===== src/shared/bfcp_pkg.sv =====
package bfcp_pkg;
    // ==========================================================
    // Register map (byte addresses on the word bus)
    localparam logic [7:0]  ADDR_BREAK_CFG   = 8'h78;
    localparam logic [7:0]  ADDR_PAIR0_PROT  = 8'h7C;
    localparam logic [7:0]  ADDR_PAIR1_PROT  = 8'h80;
    localparam logic [7:0]  ADDR_COMMON_CTL  = 8'h90;
    localparam logic [7:0]  ADDR_STATUS      = 8'h94;
    localparam logic [31:0] RESET_WORD       = 32'h0000_0000;
    localparam logic [31:0] UNMAPPED_WORD    = 32'h0000_0000;
    // ==========================================================
    // Field positions
    localparam int BRK_FILT_W      = 4;
    localparam int BRK_POL_BASE    = 25;
    localparam int BRK_EN_BASE     = 24;
    localparam int SEL_BIT         = 31;
    localparam int RUN_BIT         = 11;
    localparam int IDLE_BIT        = 10;
    localparam int DT_LSB          = 0;
    localparam int DT_W            = 8;
    localparam logic [31:0] BRK_CFG_MASK  = 32'hFF00_FFFF;
    localparam logic [31:0] PROT_MASK     = 32'h8000_0CFF;
    localparam logic [31:0] LOCKED_SEL_DT = 32'h8000_00FF;
    localparam logic [31:0] OFFSTATE_MASK = 32'h0000_0C00;
    // Common control word layout (own register)
    localparam int CC_DT_LSB   = 0;
    localparam int CC_IDLE_BIT = 10;
    localparam int CC_RUN_BIT  = 11;
    localparam int CC_LOCK_LSB = 12;
    localparam int CC_PRIMARY_OUTPUT_ENABLE_BIT = 16;
    localparam int CC_DTS_LSB  = 20;
    localparam logic [31:0] CC_MASK = 32'h00F3_3CFF;
    // ==========================================================
    // Lock levels
    localparam logic [1:0] LOCK_OPEN = 2'h0;
    localparam logic [1:0] LOCK_L2   = 2'h2;
    // Dead-time base divider width (ticks of sys_clk per base period)
    localparam int DTS_DIV_W = 4;
    localparam int CNT_W     = 14;
    localparam int PRE_W     = 5;
    // ==========================================================
    typedef struct packed {
        logic       polarity;
        logic       enable;
        logic [3:0] code;
    } bfcp_fault_cfg_t;

    typedef struct packed {
        logic       select;
        logic       runOff;
        logic       idleOff;
        logic [7:0] deadtime;
    } bfcp_pair_cfg_t;

    typedef enum logic [2:0] {
        PH_OFF  = 3'h1,
        PH_DEAD = 3'h2,
        PH_ON   = 3'h4
    } bfcp_phase_t;

    // Sample prescale exponent (0: timer clock) and event count per code
    function automatic logic [2:0] filtDivExp(input logic [3:0] c);
        case (c)
            4'h0, 4'h1, 4'h2, 4'h3: filtDivExp = 3'h0;
            4'h4, 4'h5:             filtDivExp = 3'h1;
            4'h6, 4'h7:             filtDivExp = 3'h2;
            4'h8, 4'h9:             filtDivExp = 3'h3;
            4'hA, 4'hB, 4'hC:       filtDivExp = 3'h4;
            default:                filtDivExp = 3'h5;
        endcase
    endfunction

    function automatic logic [3:0] filtCount(input logic [3:0] c);
        case (c)
            4'h0:                   filtCount = 4'h1;
            4'h1:                   filtCount = 4'h2;
            4'h2:                   filtCount = 4'h4;
            4'h4, 4'h6, 4'h8,
            4'hB, 4'hE:             filtCount = 4'h6;
            4'hA, 4'hD:             filtCount = 4'h5;
            default:                filtCount = 4'h8;
        endcase
    endfunction

    // Dead time in base-clock periods
    function automatic logic [CNT_W-1:0] deadTicks(input logic [7:0] d);
        casez (d[7:5])
            3'b0??:  deadTicks = {6'h00, d};
            3'b10?:  deadTicks = CNT_W'({8'h00, 6'h00} | ((14'h0040 + {8'h00, d[5:0]}) << 1));
            3'b110:  deadTicks = CNT_W'((14'h0020 + {9'h000, d[4:0]}) << 3);
            default: deadTicks = CNT_W'((14'h0020 + {9'h000, d[4:0]}) << 4);
        endcase
    endfunction
endpackage


===== src/rtl/bfcp_top.sv =====
// Decided for this implementation: the Avalon-MM interface to the registers.
`timescale 1ns/1ps
module bfcp_top
    import bfcp_pkg::*;
(
    input  wire logic        sys_clk,
    input  wire logic        reset_n,
    input  wire logic        clk_en,
    input  wire logic [7:0]  avs_address,
    input  wire logic        avs_read,
    input  wire logic        avs_write,
    input  wire logic [31:0] avs_writedata,
    input  wire logic [3:0]  avs_byteenable,
    output logic [31:0]      avs_readdata,
    output logic             avs_waitrequest,
    input  wire logic [3:0]  faultIn,
    input  wire logic [1:0]  pairMainRef,
    input  wire logic [1:0]  pairMainEnable,
    input  wire logic [1:0]  pairCompEnable,
    output logic [3:0]       faultActive,
    output logic [1:0]       pairMainOutput,
    output logic [1:0]       pairCompOutput
);
    // ==========================================================
    // Register storage
    logic [31:0] breakCfg;
    logic [31:0] pairProt [2];
    logic [31:0] commonCtl;
    logic        ackPending;

    wire logic [1:0]  lockLevel  = commonCtl[CC_LOCK_LSB +: 2];
    wire logic        lockOpen   = (lockLevel == LOCK_OPEN);
    wire logic        offFrozen  = (lockLevel >= LOCK_L2);
    wire logic        fullWord   = (avs_byteenable == 4'hF);
    wire logic        busReq     = (avs_read | avs_write) & ~ackPending;
    wire logic        doWrite    = avs_write & ackPending & fullWord & clk_en;
    wire logic        hitBrk     = (avs_address == ADDR_BREAK_CFG);
    wire logic        hitP0      = (avs_address == ADDR_PAIR0_PROT);
    wire logic        hitP1      = (avs_address == ADDR_PAIR1_PROT);
    wire logic        hitCc      = (avs_address == ADDR_COMMON_CTL);
    wire logic        hitSt      = (avs_address == ADDR_STATUS);

    // Writable-bit masks per lock level
    wire logic [31:0] brkWrMask  = lockOpen ? BRK_CFG_MASK : RESET_WORD;
    wire logic [31:0] protWrMask = (lockOpen ? LOCKED_SEL_DT : RESET_WORD)
                                 | (offFrozen ? RESET_WORD : OFFSTATE_MASK);
    wire logic [31:0] nextBrk    = (breakCfg & ~brkWrMask) | (avs_writedata & brkWrMask);
    wire logic [31:0] nextP0     = (pairProt[0] & ~protWrMask) | (avs_writedata & protWrMask);
    wire logic [31:0] nextP1     = (pairProt[1] & ~protWrMask) | (avs_writedata & protWrMask);
    wire logic [31:0] nextCc     = avs_writedata & CC_MASK;

    // Read mux
    wire logic [31:0] statusWord = {24'h000000, 2'h0, pairMainOutput, faultActive};
    wire logic [31:0] next_readdata = hitBrk ? breakCfg :
                                      hitP0  ? pairProt[0] :
                                      hitP1  ? pairProt[1] :
                                      hitCc  ? commonCtl :
                                      hitSt  ? statusWord : UNMAPPED_WORD;

    // ==========================================================
    // Avalon slave: one wait cycle, answer on the second edge
    always_ff @(posedge sys_clk) begin
        if (!reset_n) begin
            ackPending      <= 1'b0;
            avs_waitrequest <= 1'b1;
            avs_readdata    <= RESET_WORD;
        end else if (clk_en) begin
            ackPending      <= busReq;
            avs_waitrequest <= ~busReq;
            if (busReq && avs_read) begin
                avs_readdata <= next_readdata;
            end
        end
    end

    // Register updates; lock level can be written freely here
    always_ff @(posedge sys_clk) begin
        if (!reset_n) begin
            breakCfg    <= RESET_WORD;
            pairProt[0] <= RESET_WORD;
            pairProt[1] <= RESET_WORD;
            commonCtl   <= RESET_WORD;
        end else if (doWrite) begin
            if (hitBrk) breakCfg <= nextBrk;
            if (hitP0) pairProt[0] <= nextP0;
            if (hitP1) pairProt[1] <= nextP1;
            if (hitCc) commonCtl <= nextCc;
        end
    end

    // ==========================================================
    // Dead-time base clock: tick every (divider+1) sys_clk cycles
    logic [DTS_DIV_W-1:0] dtsCnt;
    logic [PRE_W-1:0]     prescale;
    wire logic [DTS_DIV_W-1:0] dtsDiv = commonCtl[CC_DTS_LSB +: DTS_DIV_W];
    wire logic dtsTick = (dtsCnt == dtsDiv);

    always_ff @(posedge sys_clk) begin
        if (!reset_n) begin
            dtsCnt   <= '0;
            prescale <= '0;
        end else if (clk_en) begin
            dtsCnt <= dtsTick ? '0 : dtsCnt + 1'b1;
            if (dtsTick) prescale <= prescale + 1'b1;
        end
    end

    // ==========================================================
    // Fault filters, one per input
    genvar gi;
    generate
        for (gi = 0; gi < 4; gi++) begin : gFault
            bfcp_fault_cfg_t cfg;
            logic [3:0] evCnt;
            logic       level;
            logic [2:0] divExp;
            logic [PRE_W-1:0] preMask;
            logic       sampleEn;
            logic       rawActive;
            logic [3:0] needCnt;
            assign cfg.polarity = breakCfg[BRK_POL_BASE + 2*gi];
            assign cfg.enable   = breakCfg[BRK_EN_BASE + 2*gi];
            assign cfg.code     = breakCfg[BRK_FILT_W*gi +: BRK_FILT_W];
            assign rawActive    = cfg.polarity ? faultIn[gi] : ~faultIn[gi];
            assign divExp       = filtDivExp(cfg.code);
            assign needCnt      = filtCount(cfg.code);
            assign preMask      = PRE_W'((6'h01 << divExp) - 6'h01);
            // Divided rates sample on base ticks at aligned prescale counts
            assign sampleEn     = (divExp == 3'h0) ? 1'b1 :
                                  (dtsTick && ((prescale & preMask) == preMask));

            // Candidate check: a mismatch restarts the count
            always_ff @(posedge sys_clk) begin
                if (!reset_n) begin
                    evCnt <= 4'h0;
                    level <= 1'b0;
                end else if (clk_en && sampleEn) begin
                    if (rawActive == level) begin
                        evCnt <= 4'h0;
                    end else if (evCnt + 1'b1 >= needCnt) begin
                        level <= rawActive;
                        evCnt <= 4'h0;
                    end else begin
                        evCnt <= evCnt + 1'b1;
                    end
                end
            end

            // Disabled inputs never report
            always_ff @(posedge sys_clk) begin
                if (!reset_n) begin
                    faultActive[gi] <= 1'b0;
                end else if (clk_en) begin
                    faultActive[gi] <= cfg.enable &
                        ((cfg.code == 4'h0) ? rawActive : level);
                end
            end
        end
    endgenerate

    // ==========================================================
    // Complementary pair output stages
    wire logic primaryEn = commonCtl[CC_PRIMARY_OUTPUT_ENABLE_BIT];
    generate
        for (gi = 0; gi < 2; gi++) begin : gPair
            bfcp_pair_cfg_t act;
            bfcp_phase_t    phase;
            logic [CNT_W-1:0] dtRemain;
            logic             lastRef;
            logic             allowed;
            logic [CNT_W-1:0] dtLoad;
            // Per-pair register wins only when its select bit is set
            assign act.select   = pairProt[gi][SEL_BIT];
            assign act.runOff   = act.select ? pairProt[gi][RUN_BIT] : commonCtl[CC_RUN_BIT];
            assign act.idleOff  = act.select ? pairProt[gi][IDLE_BIT] : commonCtl[CC_IDLE_BIT];
            assign act.deadtime = act.select ? pairProt[gi][DT_LSB +: DT_W]
                                             : commonCtl[CC_DT_LSB +: DT_W];
            assign allowed      = primaryEn ? act.runOff : act.idleOff;
            assign dtLoad       = deadTicks(act.deadtime);

            // Each reference edge passes through a dead phase with both low
            always_ff @(posedge sys_clk) begin
                if (!reset_n) begin
                    phase    <= PH_OFF;
                    dtRemain <= '0;
                    lastRef  <= 1'b0;
                end else if (clk_en) begin
                    lastRef <= pairMainRef[gi];
                    case (phase)
                        PH_OFF: begin
                            if (allowed) begin
                                phase    <= PH_DEAD;
                                dtRemain <= dtLoad;
                            end
                        end
                        PH_DEAD: begin
                            if (!allowed) begin
                                phase <= PH_OFF;
                            end else if (dtRemain == '0) begin
                                phase <= PH_ON;
                            end else if (dtsTick) begin
                                dtRemain <= dtRemain - 1'b1;
                            end
                        end
                        PH_ON: begin
                            if (!allowed) begin
                                phase <= PH_OFF;
                            end else if (pairMainRef[gi] != lastRef) begin
                                phase    <= PH_DEAD;
                                dtRemain <= dtLoad;
                            end
                        end
                        default: phase <= PH_OFF;
                    endcase
                end
            end

            always_ff @(posedge sys_clk) begin
                if (!reset_n) begin
                    pairMainOutput[gi] <= 1'b0;
                    pairCompOutput[gi] <= 1'b0;
                end else if (clk_en) begin
                    pairMainOutput[gi] <= (phase == PH_ON) & pairMainEnable[gi] & lastRef;
                    pairCompOutput[gi] <= (phase == PH_ON) & pairCompEnable[gi] & ~lastRef;
                end
            end
        end
    endgenerate
endmodule


===== config.mk =====
export PLATFORM = sky130hd
export DESIGN_NAME = bfcp_top
export DESIGN_NICKNAME = d
export VERILOG_FILES = /design/src/shared/bfcp_pkg.sv /design/src/rtl/bfcp_top.sv
export SDC_FILE = /design/constraint.sdc
export NUM_CORES = 1
export LEC_CHECK = 0
export BUFFER_PORTS_ARGS = -buffer_cell sky130_fd_sc_hd__buf_2
export CAP_MARGIN = 30
export CORE_MARGIN = 1
export CORE_UTILIZATION = 55
export CTS_CLUSTER_SIZE = 28
export DETAILED_ROUTE_END_ITERATION = 8
export PLACE_DENSITY = 0.78
export SYNTH_ARGS = -nofsm -noshare
export SYNTH_HDL_FRONTEND = slang
export SYNTH_SLANG_ARGS = --single-unit

===== constraint.sdc =====
create_clock -name sys_clk -period 4.1 [get_ports sys_clk]
set_input_delay 0.615 -clock sys_clk [delete_from_list [all_inputs] [get_ports sys_clk]]
set_output_delay 0.615 -clock sys_clk [all_outputs]
set_load 0.01 [all_outputs]

==> impl_metrics.py, run 1 <==
metrics = {
    "clocking": {
        "cts_tree": "yes",
        "clockBufferDepth": 2,
        "clockRootBuffer": "clkbuf_16",
        "clock-sinks": 197,
        "cts_setup_buffers": 0,
        "holdBufCountCts": 0,
        "clk_latency_ps": 450,
        "ctsResizeCount": 0,
        "cts_buffers": 17,
        "cts-htree-levels": 4,
        "cts.clk_slew.worst_paths_ps": 80,
    },
    "sta": {
        "setup_viol_count_final": 0,
        "final-hold-violation-count": 0,
        "rsz0062_at_grt": "false",
        "fin_crit_ps": 3300,
        "slew_violations": 0,
        "finClkSkew_ps": 12.9,
        "period_share_pct": 80.5,
        "setup_ws_ps": 798,
        "worst_slew_pin_slew_ps": 885,
        "timing.fmax_mhz": 303,
        "slew_headroom_pct": 40.7,
        "fin_tns_setup_ps": 0,
    },
    "outcome": {
        "status": "finished, final reports clean",
    },
    "floorplan": {
        "die_y_um": 144,
        "core_region_area_um2": 19700,
        "start_util_pct": 56.8,
        "die-area_um2": 20900,
        "die_w_um": 144,
        "io_pins": 100,
        "core.rowCount": 51,
    },
    "layout": {
        "area_growth_pct": 11.4,
        "seqCellArea_um2": 4160,
        "fillers": 1741,
        "layout-drive-gt1-share_pct": 12.5,
        "nNetsFinal": 1545,
        "multi_input_area_um2": 6520,
        "design_area_um2": 12400,
    },
    "detailed_routing": {
        "dr.pass1.iters": 5,
        "drc": 0,
        "vias": 10700,
        "routed_wl_um": 30800,
        "wl_per_cell_um": 17.9,
        "drt-initial-drc-count": 1096,
        "vias_per_cell": 6.21,
        "ant_nets": 0,
    },
    "pwr": {
        "peakVddDrop_mv": 0.298,
        "power_leakage_uw": 0.00467,
        "power.density_nw_per_um2": 323,
    },
    "worst_setup_path": {
        "crit_type": "flip-flop to flip-flop",
        "r2r_start": "commonCtl[13]",
        "startpoint_type": "flip-flop",
        "required_ps": 4470,
        "startpoint": "commonCtl[13]",
        "worstPathMaxFanout": 20,
        "crit_arrival_ps": 3670,
        "critPathCaptureType": "flip-flop",
    },
    "synthesis": {
        "synth_most_common_cell": "nand2_1",
        "ys_types": 81,
        "ys.flop_type": "dfxtp_1",
        "synthArstFlopShare_pct": 0,
        "ys_ff_latch": 197,
        "syn-cell-area_um2": 11200,
        "synth_area_leader_cell": "dfxtp_1",
        "synth_warnings": 0,
        "synth.area.top_cells": "dfxtp_1, a21oi_1, nand2_1",
        "avgSynthCellArea_um2": 8.12,
        "synth_edf_count": 22,
        "synth_top_area_share_pct": 31.4,
        "syn-instance-count": 1374,
        "ys_seq_area_share_pct": 37.3,
        "synthTopCellsByCount": "nand2_1, dfxtp_1, a21oi_1",
    },
    "worst_hold_path": {
        "hp-class": "primary input to flip-flop",
        "hold_start": "avs_writedata[17]",
    },
    "global_routing": {
        "grt.total_usage_pct": 30.4,
        "grt_pass1_vias": 9739,
        "grt_start_max_net_pins": 64,
        "grt_overflow": 0,
        "antenna_found_initial": 3,
        "grt_pass1_wl_um": 49100,
    },
    "run": {
        "max-cap-violations": 0,
    },
    "placed_design": {
        "gp_congestion": 0.935,
        "dp_slack_ps": 695,
        "port_buffers": 95,
        "dpl.hpwl_um": 21500,
        "dpl_cell_area_um2": 11800,
    },
}
## routing by layer
metal / vias to the layer above / part of all wire, % / global-route usage (%)
met4: 2 / 2.8 / 12.4
met3: 80 / 9.8 / 6.99
li1: 5093 / - / -
met5: - / 0.17 / 0
met2: 522 / 43 / 45.7
met1: 4968 / 44 / 41.8
## worst max-delay path, stage by stage, from the launching register on
cell and delay, ps:
dfxtp_1 520, or2_1 690, nor3_4 110, nand2_2 370
buf_4 260, nand2_1 80, a21oi_1 300, inv_1 120
ha_1 320, or2_2 290, a31oi_1 170
## worst paths after layout
path	endpoint	slack, ps	depth (start not counted)
max	gFault[3].needCnt[1]	800	10
min	commonCtl[17]	400	3
max reg2reg	gFault[3].needCnt[1]	800	10
min reg2reg	avs_readdata[20]	450	2
## where the power goes
group	internal [uW]	switching (uW)
sequential	1970	29.1
combinational	95.0	184
clock	918	812
total	2980	1020
## cell usage in the layout (no fill, tap or decap), types with 29 or more instances in the layout
master / synthesis / final
nand2b_1: 29 / 29
ha_1: 48 / 48
buf_2: 6 / 95
dfxtp_1: 175 / 175
nor3_1: 29 / 29
nand3_1: 58 / 58
nor2_1: 103 / 103
a21oi_1: 163 / 163
o21ai_0: 63 / 63
inv_1: 48 / 47
mux2i_1: 45 / 45
nand2_1: 198 / 198
## registers in the layout, indices dropped and copies added, names as in the netlist, 4 cells and up, named ones only
register / count
avs_readdata: 30
gPair.dtRemain: 28
pairProt: 22
commonCtl: 18
breakCfg: 16
gFault.evCnt: 16
gFault.needCnt: 16
gFault.divExp: 12
gPair.phase: 6
prescale: 5
dtsCnt: 4
faultActive: 4
gFault.level: 4
## cell type report
class,count,share of cell area [%]
clock inverter,14,1.28
inverter,49,1.50
antenna,2,0.0403
sequential,197,33.5
multi-input combinational,1058,52.5
clock buffer,18,3.45
timing repair buffer,115,5.04
tap,265,2.67
## cell families after synthesis
| family | synth area share [%] |
|---|---|
| muxes | 5.98 |
| adders and majority gates | 5.38 |
| xor gates and xnor gates | 2.83 |
| buffers and inverters | 4.27 |
| AOI/OAI and AO/OA | 21.2 |
| other | 0.0336 |
| and+or+nand+nor | 23.0 |
| DFF | 37.3 |
## stage by stage
step | hold slack (ps) | power (uW) | utilization, % | cells
after global routing | 403 | 4120 | 63.2 | 1717
after CTS | 392 | 4020 | 63.2 | 1716
after detailed placement | 444 | 2320 | 60.2 | 1684
after global placement | 436 | 2310 | 60.2 | 1684
after floorplan | 437 | 2210 | - | 1375
final | 395 | 4010 | 63.2 | 1718
No activity file was read; power rests on OpenSTA's default activity.
==> run 2, diff against run 1 <==
==> constraint.sdc (replaced) <==
create_clock -name sys_clk -period 3.4 [get_ports sys_clk]
set_input_delay 0.51 -clock sys_clk [delete_from_list [all_inputs] [get_ports sys_clk]]
set_output_delay 0.51 -clock sys_clk [all_outputs]
set_load 0.01 [all_outputs]
==> run 2 against run 1 <==
  * Setup slack worse by 420 ps
  * Critical path type unchanged
  * Global-route usage up 0.054 points
  * Cell count up 0.81%
  * Fmax up 9.1%
  * Clock skew about the same
==> impl_metrics.py, run 2 (same netlist as run 1, synthesis figures left out) <==
metrics = {
    "pwr": {
        "power.density_nw_per_um2": 390,
        "peakVddDrop_mv": 0.287,
        "p_switching_uw": 1210,
        "clkPwrFrac_pct": 43.8,
        "power_leakage_uw": 0.00474,
        "power.internal_uw": 3690,
        "p_comb_share_pct": 7.0,
        "switching_share_pct": 24.6,
        "seq_power_share_pct": 49.2,
    },
    "clocking": {
        "holdBufCountCts": 0,
        "cts-htree-levels": 4,
        "clk_latency_ps": 440,
        "clockBufferDepth": 2,
        "cts_buffers": 17,
        "clock-sinks": 197,
        "cts_setup_buffers": 0,
        "cts_tree": "yes",
        "clockRootBuffer": "clkbuf_16",
        "cts.clk_slew.worst_paths_ps": 80,
        "ctsResizeCount": 0,
    },
    "layout": {
        "design_area_um2": 12600,
        "utilization_pct": 63.9,
        "top_regs": "avs_readdata (30), gPair.dtRemain (28), pairProt (22)",
        "nNetsFinal": 1560,
        "layout-drive-gt1-share_pct": 13.3,
        "mostFrequentLayoutCell": "nand2_1",
        "final_cell_mix": "nand2_1, dfxtp_1, a21oi_1",
        "area_growth_pct": 12.6,
        "top_register": "avs_readdata",
        "largest_register_ffs": 30,
    },
    "sta": {
        "slew_headroom_pct": 40.0,
        "worst_slew_pin_slew_ps": 896,
        "setup_viol_count_final": 0,
        "final-hold-violation-count": 0,
        "hold_ws_ps": 303,
        "finClkSkew_ps": 13.2,
        "timing.fmax_mhz": 330,
        "fin_tns_setup_ps": 0,
        "slew_violations": 0,
        "period_share_pct": 89.0,
        "rsz0062_at_grt": "false",
        "fin_crit_ps": 3030,
    },
    "worst_setup_path": {
        "critPathCaptureType": "flip-flop",
        "crit_path_max_incr_delay_ps": 550,
        "startpoint_type": "flip-flop",
        "slowest_stage": "or3_4",
        "worstPathMaxFanout": 12,
        "crit_arrival_ps": 3380,
        "worstPathCellList": "or2_1 -> or3_4 -> nor2_8 -> nand2_1 -> a21oi_1 -> inv_1 -> ha_1 -> o31ai_1 -> o21bai_1",
        "required_ps": 3750,
        "crit_type": "flip-flop to flip-flop",
    },
    "floorplan": {
        "core_region_area_um2": 19700,
        "die-area_um2": 20900,
        "core.rowCount": 51,
        "die_w_um": 144,
        "io_pins": 100,
        "die_y_um": 144,
        "start_util_pct": 56.8,
    },
    "outcome": {
        "status": "finished, final reports clean",
    },
    "global_routing": {
        "grt_overflow": 0,
        "grt.total_usage_pct": 30.5,
        "antenna_found_initial": 3,
        "grt_pass1_wl_um": 49800,
        "grt_start_max_net_pins": 64,
        "grt_pass1_vias": 9814,
    },
    "detailed_routing": {
        "dr.pass1.iters": 9,
        "vias": 10700,
        "drt-initial-drc-count": 1534,
        "vias_per_cell": 6.20,
        "routed_wl_um": 31100,
        "drc": 0,
        "ant_nets": 0,
        "wl_per_cell_um": 18.0,
    },
    "placed_design": {
        "port_buffers": 95,
        "dpl.hpwl_um": 22000,
        "dpl_cell_area_um2": 11900,
        "gp_congestion": 0.900,
    },
    "worst_hold_path": {
        "hp-class": "primary input to flip-flop",
    },
    "run": {
        "max-cap-violations": 0,
    },
}
## run 2: metrics by stage
step / setup slack (ps) / power (uW) / std cells
2_1_floorplan: 405 / 2660 / 1375
3_3_place_gp: 395 / 2790 / 1699
3_5_place_dp: 320 / 2800 / 1699
4_1_cts: 421 / 4900 / 1730
5_1_grt: 192 / 5030 / 1731
6_report: 374 / 4900 / 1732
## run 2: layout make-up
class,instances,area (um^2)
Antenna cell,2,5.00
Clock buffer,19,443
Clock inverter,12,168
Fill cell,1720,7090
Inverter,49,186
Multi-Input combinational cell,1058,6520
Sequential cell,197,4160
Tap cell,265,332
Timing Repair Buffer,130,738
## run 2: final timing paths
| path | to | cells after the start | slack, ps | startpoint |
|---|---|---|---|---|
| hold / removal | commonCtl[22] | 3 | 300 | avs_writedata[22] |
| hold reg to reg | avs_readdata[23] | 2 | 460 | avs_readdata[23] |
| setup reg to reg | gFault[3].needCnt[3] | 9 | 370 | commonCtl[13] |
| setup / recovery | gFault[3].needCnt[3] | 9 | 370 | commonCtl[13] |
## run 2: critical path: cells and delay by family (launching register included)
family / cells / cell delay [ps]
AOI/OAI and AO/OA: 3 / 790
and+or+nand+nor: 4 / 1300
buffers and inverters: 1 / 120
adders and majority gates: 1 / 320
DFF: 1 / 410
## run 2: power by group through the flow
stage / clock (uW) / combinational [uW] / sequential [uW]
2_1_floorplan: 0 / 207 / 2460
6_report: 2140 / 342 / 2410
5_1_grt: 2250 / 371 / 2410
3_3_place_gp: 0 / 329 / 2460
4_1_cts: 2150 / 336 / 2410
3_5_place_dp: 0 / 335 / 2460
## run 2: metal layers
layer	part of all wire, %	GRT usage (%)
met5	0.042	0
met4	2.0	9.70
met3	11	8.44
met2	43	46.1
met1	44	41.8
==> run 3, diff against run 2 <==
--- a/config.mk
+++ b/config.mk
@@ -7,11 +7,13 @@
 export LEC_CHECK = 0
 export BUFFER_PORTS_ARGS = -buffer_cell sky130_fd_sc_hd__buf_2
 export CAP_MARGIN = 30
+export CELL_PAD_IN_SITES_DETAIL_PLACEMENT = 1
+export CELL_PAD_IN_SITES_GLOBAL_PLACEMENT = 1
 export CORE_MARGIN = 1
-export CORE_UTILIZATION = 55
+export CORE_UTILIZATION = 45
 export CTS_CLUSTER_SIZE = 28
 export DETAILED_ROUTE_END_ITERATION = 8
-export PLACE_DENSITY = 0.78
+export PLACE_DENSITY = 0.83
 export SYNTH_ARGS = -nofsm -noshare
 export SYNTH_HDL_FRONTEND = slang
 export SYNTH_SLANG_ARGS = --single-unit
==> run 3 against run 2 <==
  * Via count grew 1.8%
  * Sequential cell count stayed put
  * Worst hold slack worse by 17 ps
  * Critical path depth is 1 lower
  * Global-route usage is 1.2 points lower
  * Clock skew hardly changed
  * Register-to-register slack hardly changed
  * Cell count increased by 3.5%
  * Clock power decreased by 5%
==> impl_metrics.py, run 3 (same netlist as run 1, synthesis figures left out) <==
metrics = {
    "floorplan": {
        "io_pins": 100,
        "die-area_um2": 25400,
        "core_region_area_um2": 24300,
        "core.rowCount": 57,
        "die_w_um": 159,
        "start_util_pct": 45.9,
        "die_y_um": 159,
    },
    "sta": {
        "fin_tns_setup_ps": 0,
        "rsz0062_at_grt": "false",
        "setup_viol_count_final": 0,
        "period_share_pct": 88.6,
        "fin_crit_ps": 3010,
        "timing.fmax_mhz": 332,
        "worst_slew_pin_slew_ps": 976,
        "slew_headroom_pct": 34.6,
        "setup_ws_ps": 387,
        "slew_violations": 0,
        "finClkSkew_ps": 12.8,
        "final-hold-violation-count": 0,
    },
    "placed_design": {
        "dp_slack_ps": 306,
        "dpl.hpwl_um": 26300,
        "gp_congestion": 0.900,
        "port_buffers": 95,
    },
    "clocking": {
        "ctsResizeCount": 0,
        "cts_buffers": 17,
        "cts-htree-levels": 4,
        "clockBufferDepth": 2,
        "cts_tree": "yes",
        "clockRootBuffer": "clkbuf_16",
        "cts.clk_slew.worst_paths_ps": 80,
        "holdBufCountCts": 0,
        "cts_setup_buffers": 0,
        "clock-sinks": 197,
        "clk_latency_ps": 450,
    },
    "detailed_routing": {
        "ant_nets": 0,
        "vias_per_cell": 6.10,
        "dr.pass1.iters": 5,
        "drc": 0,
        "wl_per_cell_um": 20.6,
        "routed-wl-met3_um": 2560,
        "routed_wl_um": 36900,
        "vias": 10900,
        "drt-initial-drc-count": 690,
        "wl_met1_um": 16700,
        "route.met2.wl_um": 16800,
        "highest_layer": "met5",
    },
    "global_routing": {
        "grt_pass1_wl_um": 59900,
        "antenna_found_initial": 3,
        "grt_pass1_vias": 11100,
        "grt_start_max_net_pins": 58,
        "grt_overflow": 0,
        "grt.total_usage_pct": 29.3,
    },
    "pwr": {
        "power_leakage_uw": 0.00474,
        "power.density_nw_per_um2": 381,
        "peakVddDrop_mv": 0.258,
    },
    "layout": {
        "mostFrequentLayoutCell": "nand2_1",
        "fillers": 3002,
        "largest_register_ffs": 30,
        "layout-drive-gt1-share_pct": 13.4,
        "top_register": "avs_readdata",
        "nNetsFinal": 1561,
        "final_cell_mix": "nand2_1, dfxtp_1, a21oi_1",
        "area_growth_pct": 13.0,
        "top_regs": "avs_readdata (30), gPair.dtRemain (28), pairProt (22)",
    },
    "worst_setup_path": {
        "crit_type": "flip-flop to flip-flop",
        "reg2reg_setup_slack_ps": 390,
        "startpoint_type": "flip-flop",
        "critPathCaptureType": "flip-flop",
        "crit_arrival_ps": 3300,
        "required_ps": 3690,
        "worstPathMaxFanout": 13,
    },
    "run": {
        "max-cap-violations": 0,
    },
    "outcome": {
        "status": "finished, final reports clean",
    },
    "worst_hold_path": {
        "hp-class": "primary input to flip-flop",
    },
}
==> run 3: per-stage QoR <==
| step | utilization, % | cell area, um^2 | cells | total power [uW] | hold WS [ps] |
|---|---|---|---|---|---|
| 2_1_floorplan | - | 11200 | 1375 | 2660 | 437 |
| 3_3_place_gp | 49.5 | 12000 | 1759 | 2800 | 437 |
| 3_5_place_dp | 49.5 | 12000 | 1759 | 2810 | 446 |
| 4_1_cts | 51.8 | 12600 | 1791 | 4820 | 282 |
| 5_1_grt | 51.8 | 12600 | 1792 | 4940 | 303 |
| 6_report | 51.8 | 12600 | 1792 | 4800 | 287 |
==> run 3: worst paths after layout <==
kind / startpoint / endpoint / cells after the start
min reg2reg: avs_readdata[20] / avs_readdata[20] / 2
max reg2reg: ackPending / gFault[1].divExp[0] / 8
max: ackPending / gFault[1].divExp[0] / 8
min: avs_writedata[17] / commonCtl[17] / 3
==> run 3: worst max-delay path, stage by stage (launching register included) <==
cell and delay (ps):
dfxtp_1 420, nand3_1 350, or3_4 550, nor2_8 240, nand2_1 130, a21oi_1 330, inv_1 130, ha_1 230
o311ai_0 460
==> run 3: power breakdown <==
group	leakage [uW]	internal, uW	switching, uW
clock network	0.000278	981	1060
logic	0.00282	119	235
registers	0.00164	2380	37.1
total	0.00474	3480	1330
==> run 3: area by class of cell <==
cell class              instances  area, um^2  share of cell area, %
clock inverters                14         140                   1.11
multi-input cells            1058        6530                   51.8
repair buffers                131         746                   5.92
inverters                      49         186                   1.48
diodes                          1        2.50                 0.0199
clock buffers                  18         429                   3.40
well taps                     324         405                   3.22
flip-flops and latches        197        4160                   33.0
==> run 3: layer usage <==
layer | vias to the layer above | track usage [%]
li1 | 5130 | -
met3 | 67 | 5.91
met1 | 5356 | 39.3
met4 | 4 | 8.96
met5 | - | 0
met2 | 375 | 47.4
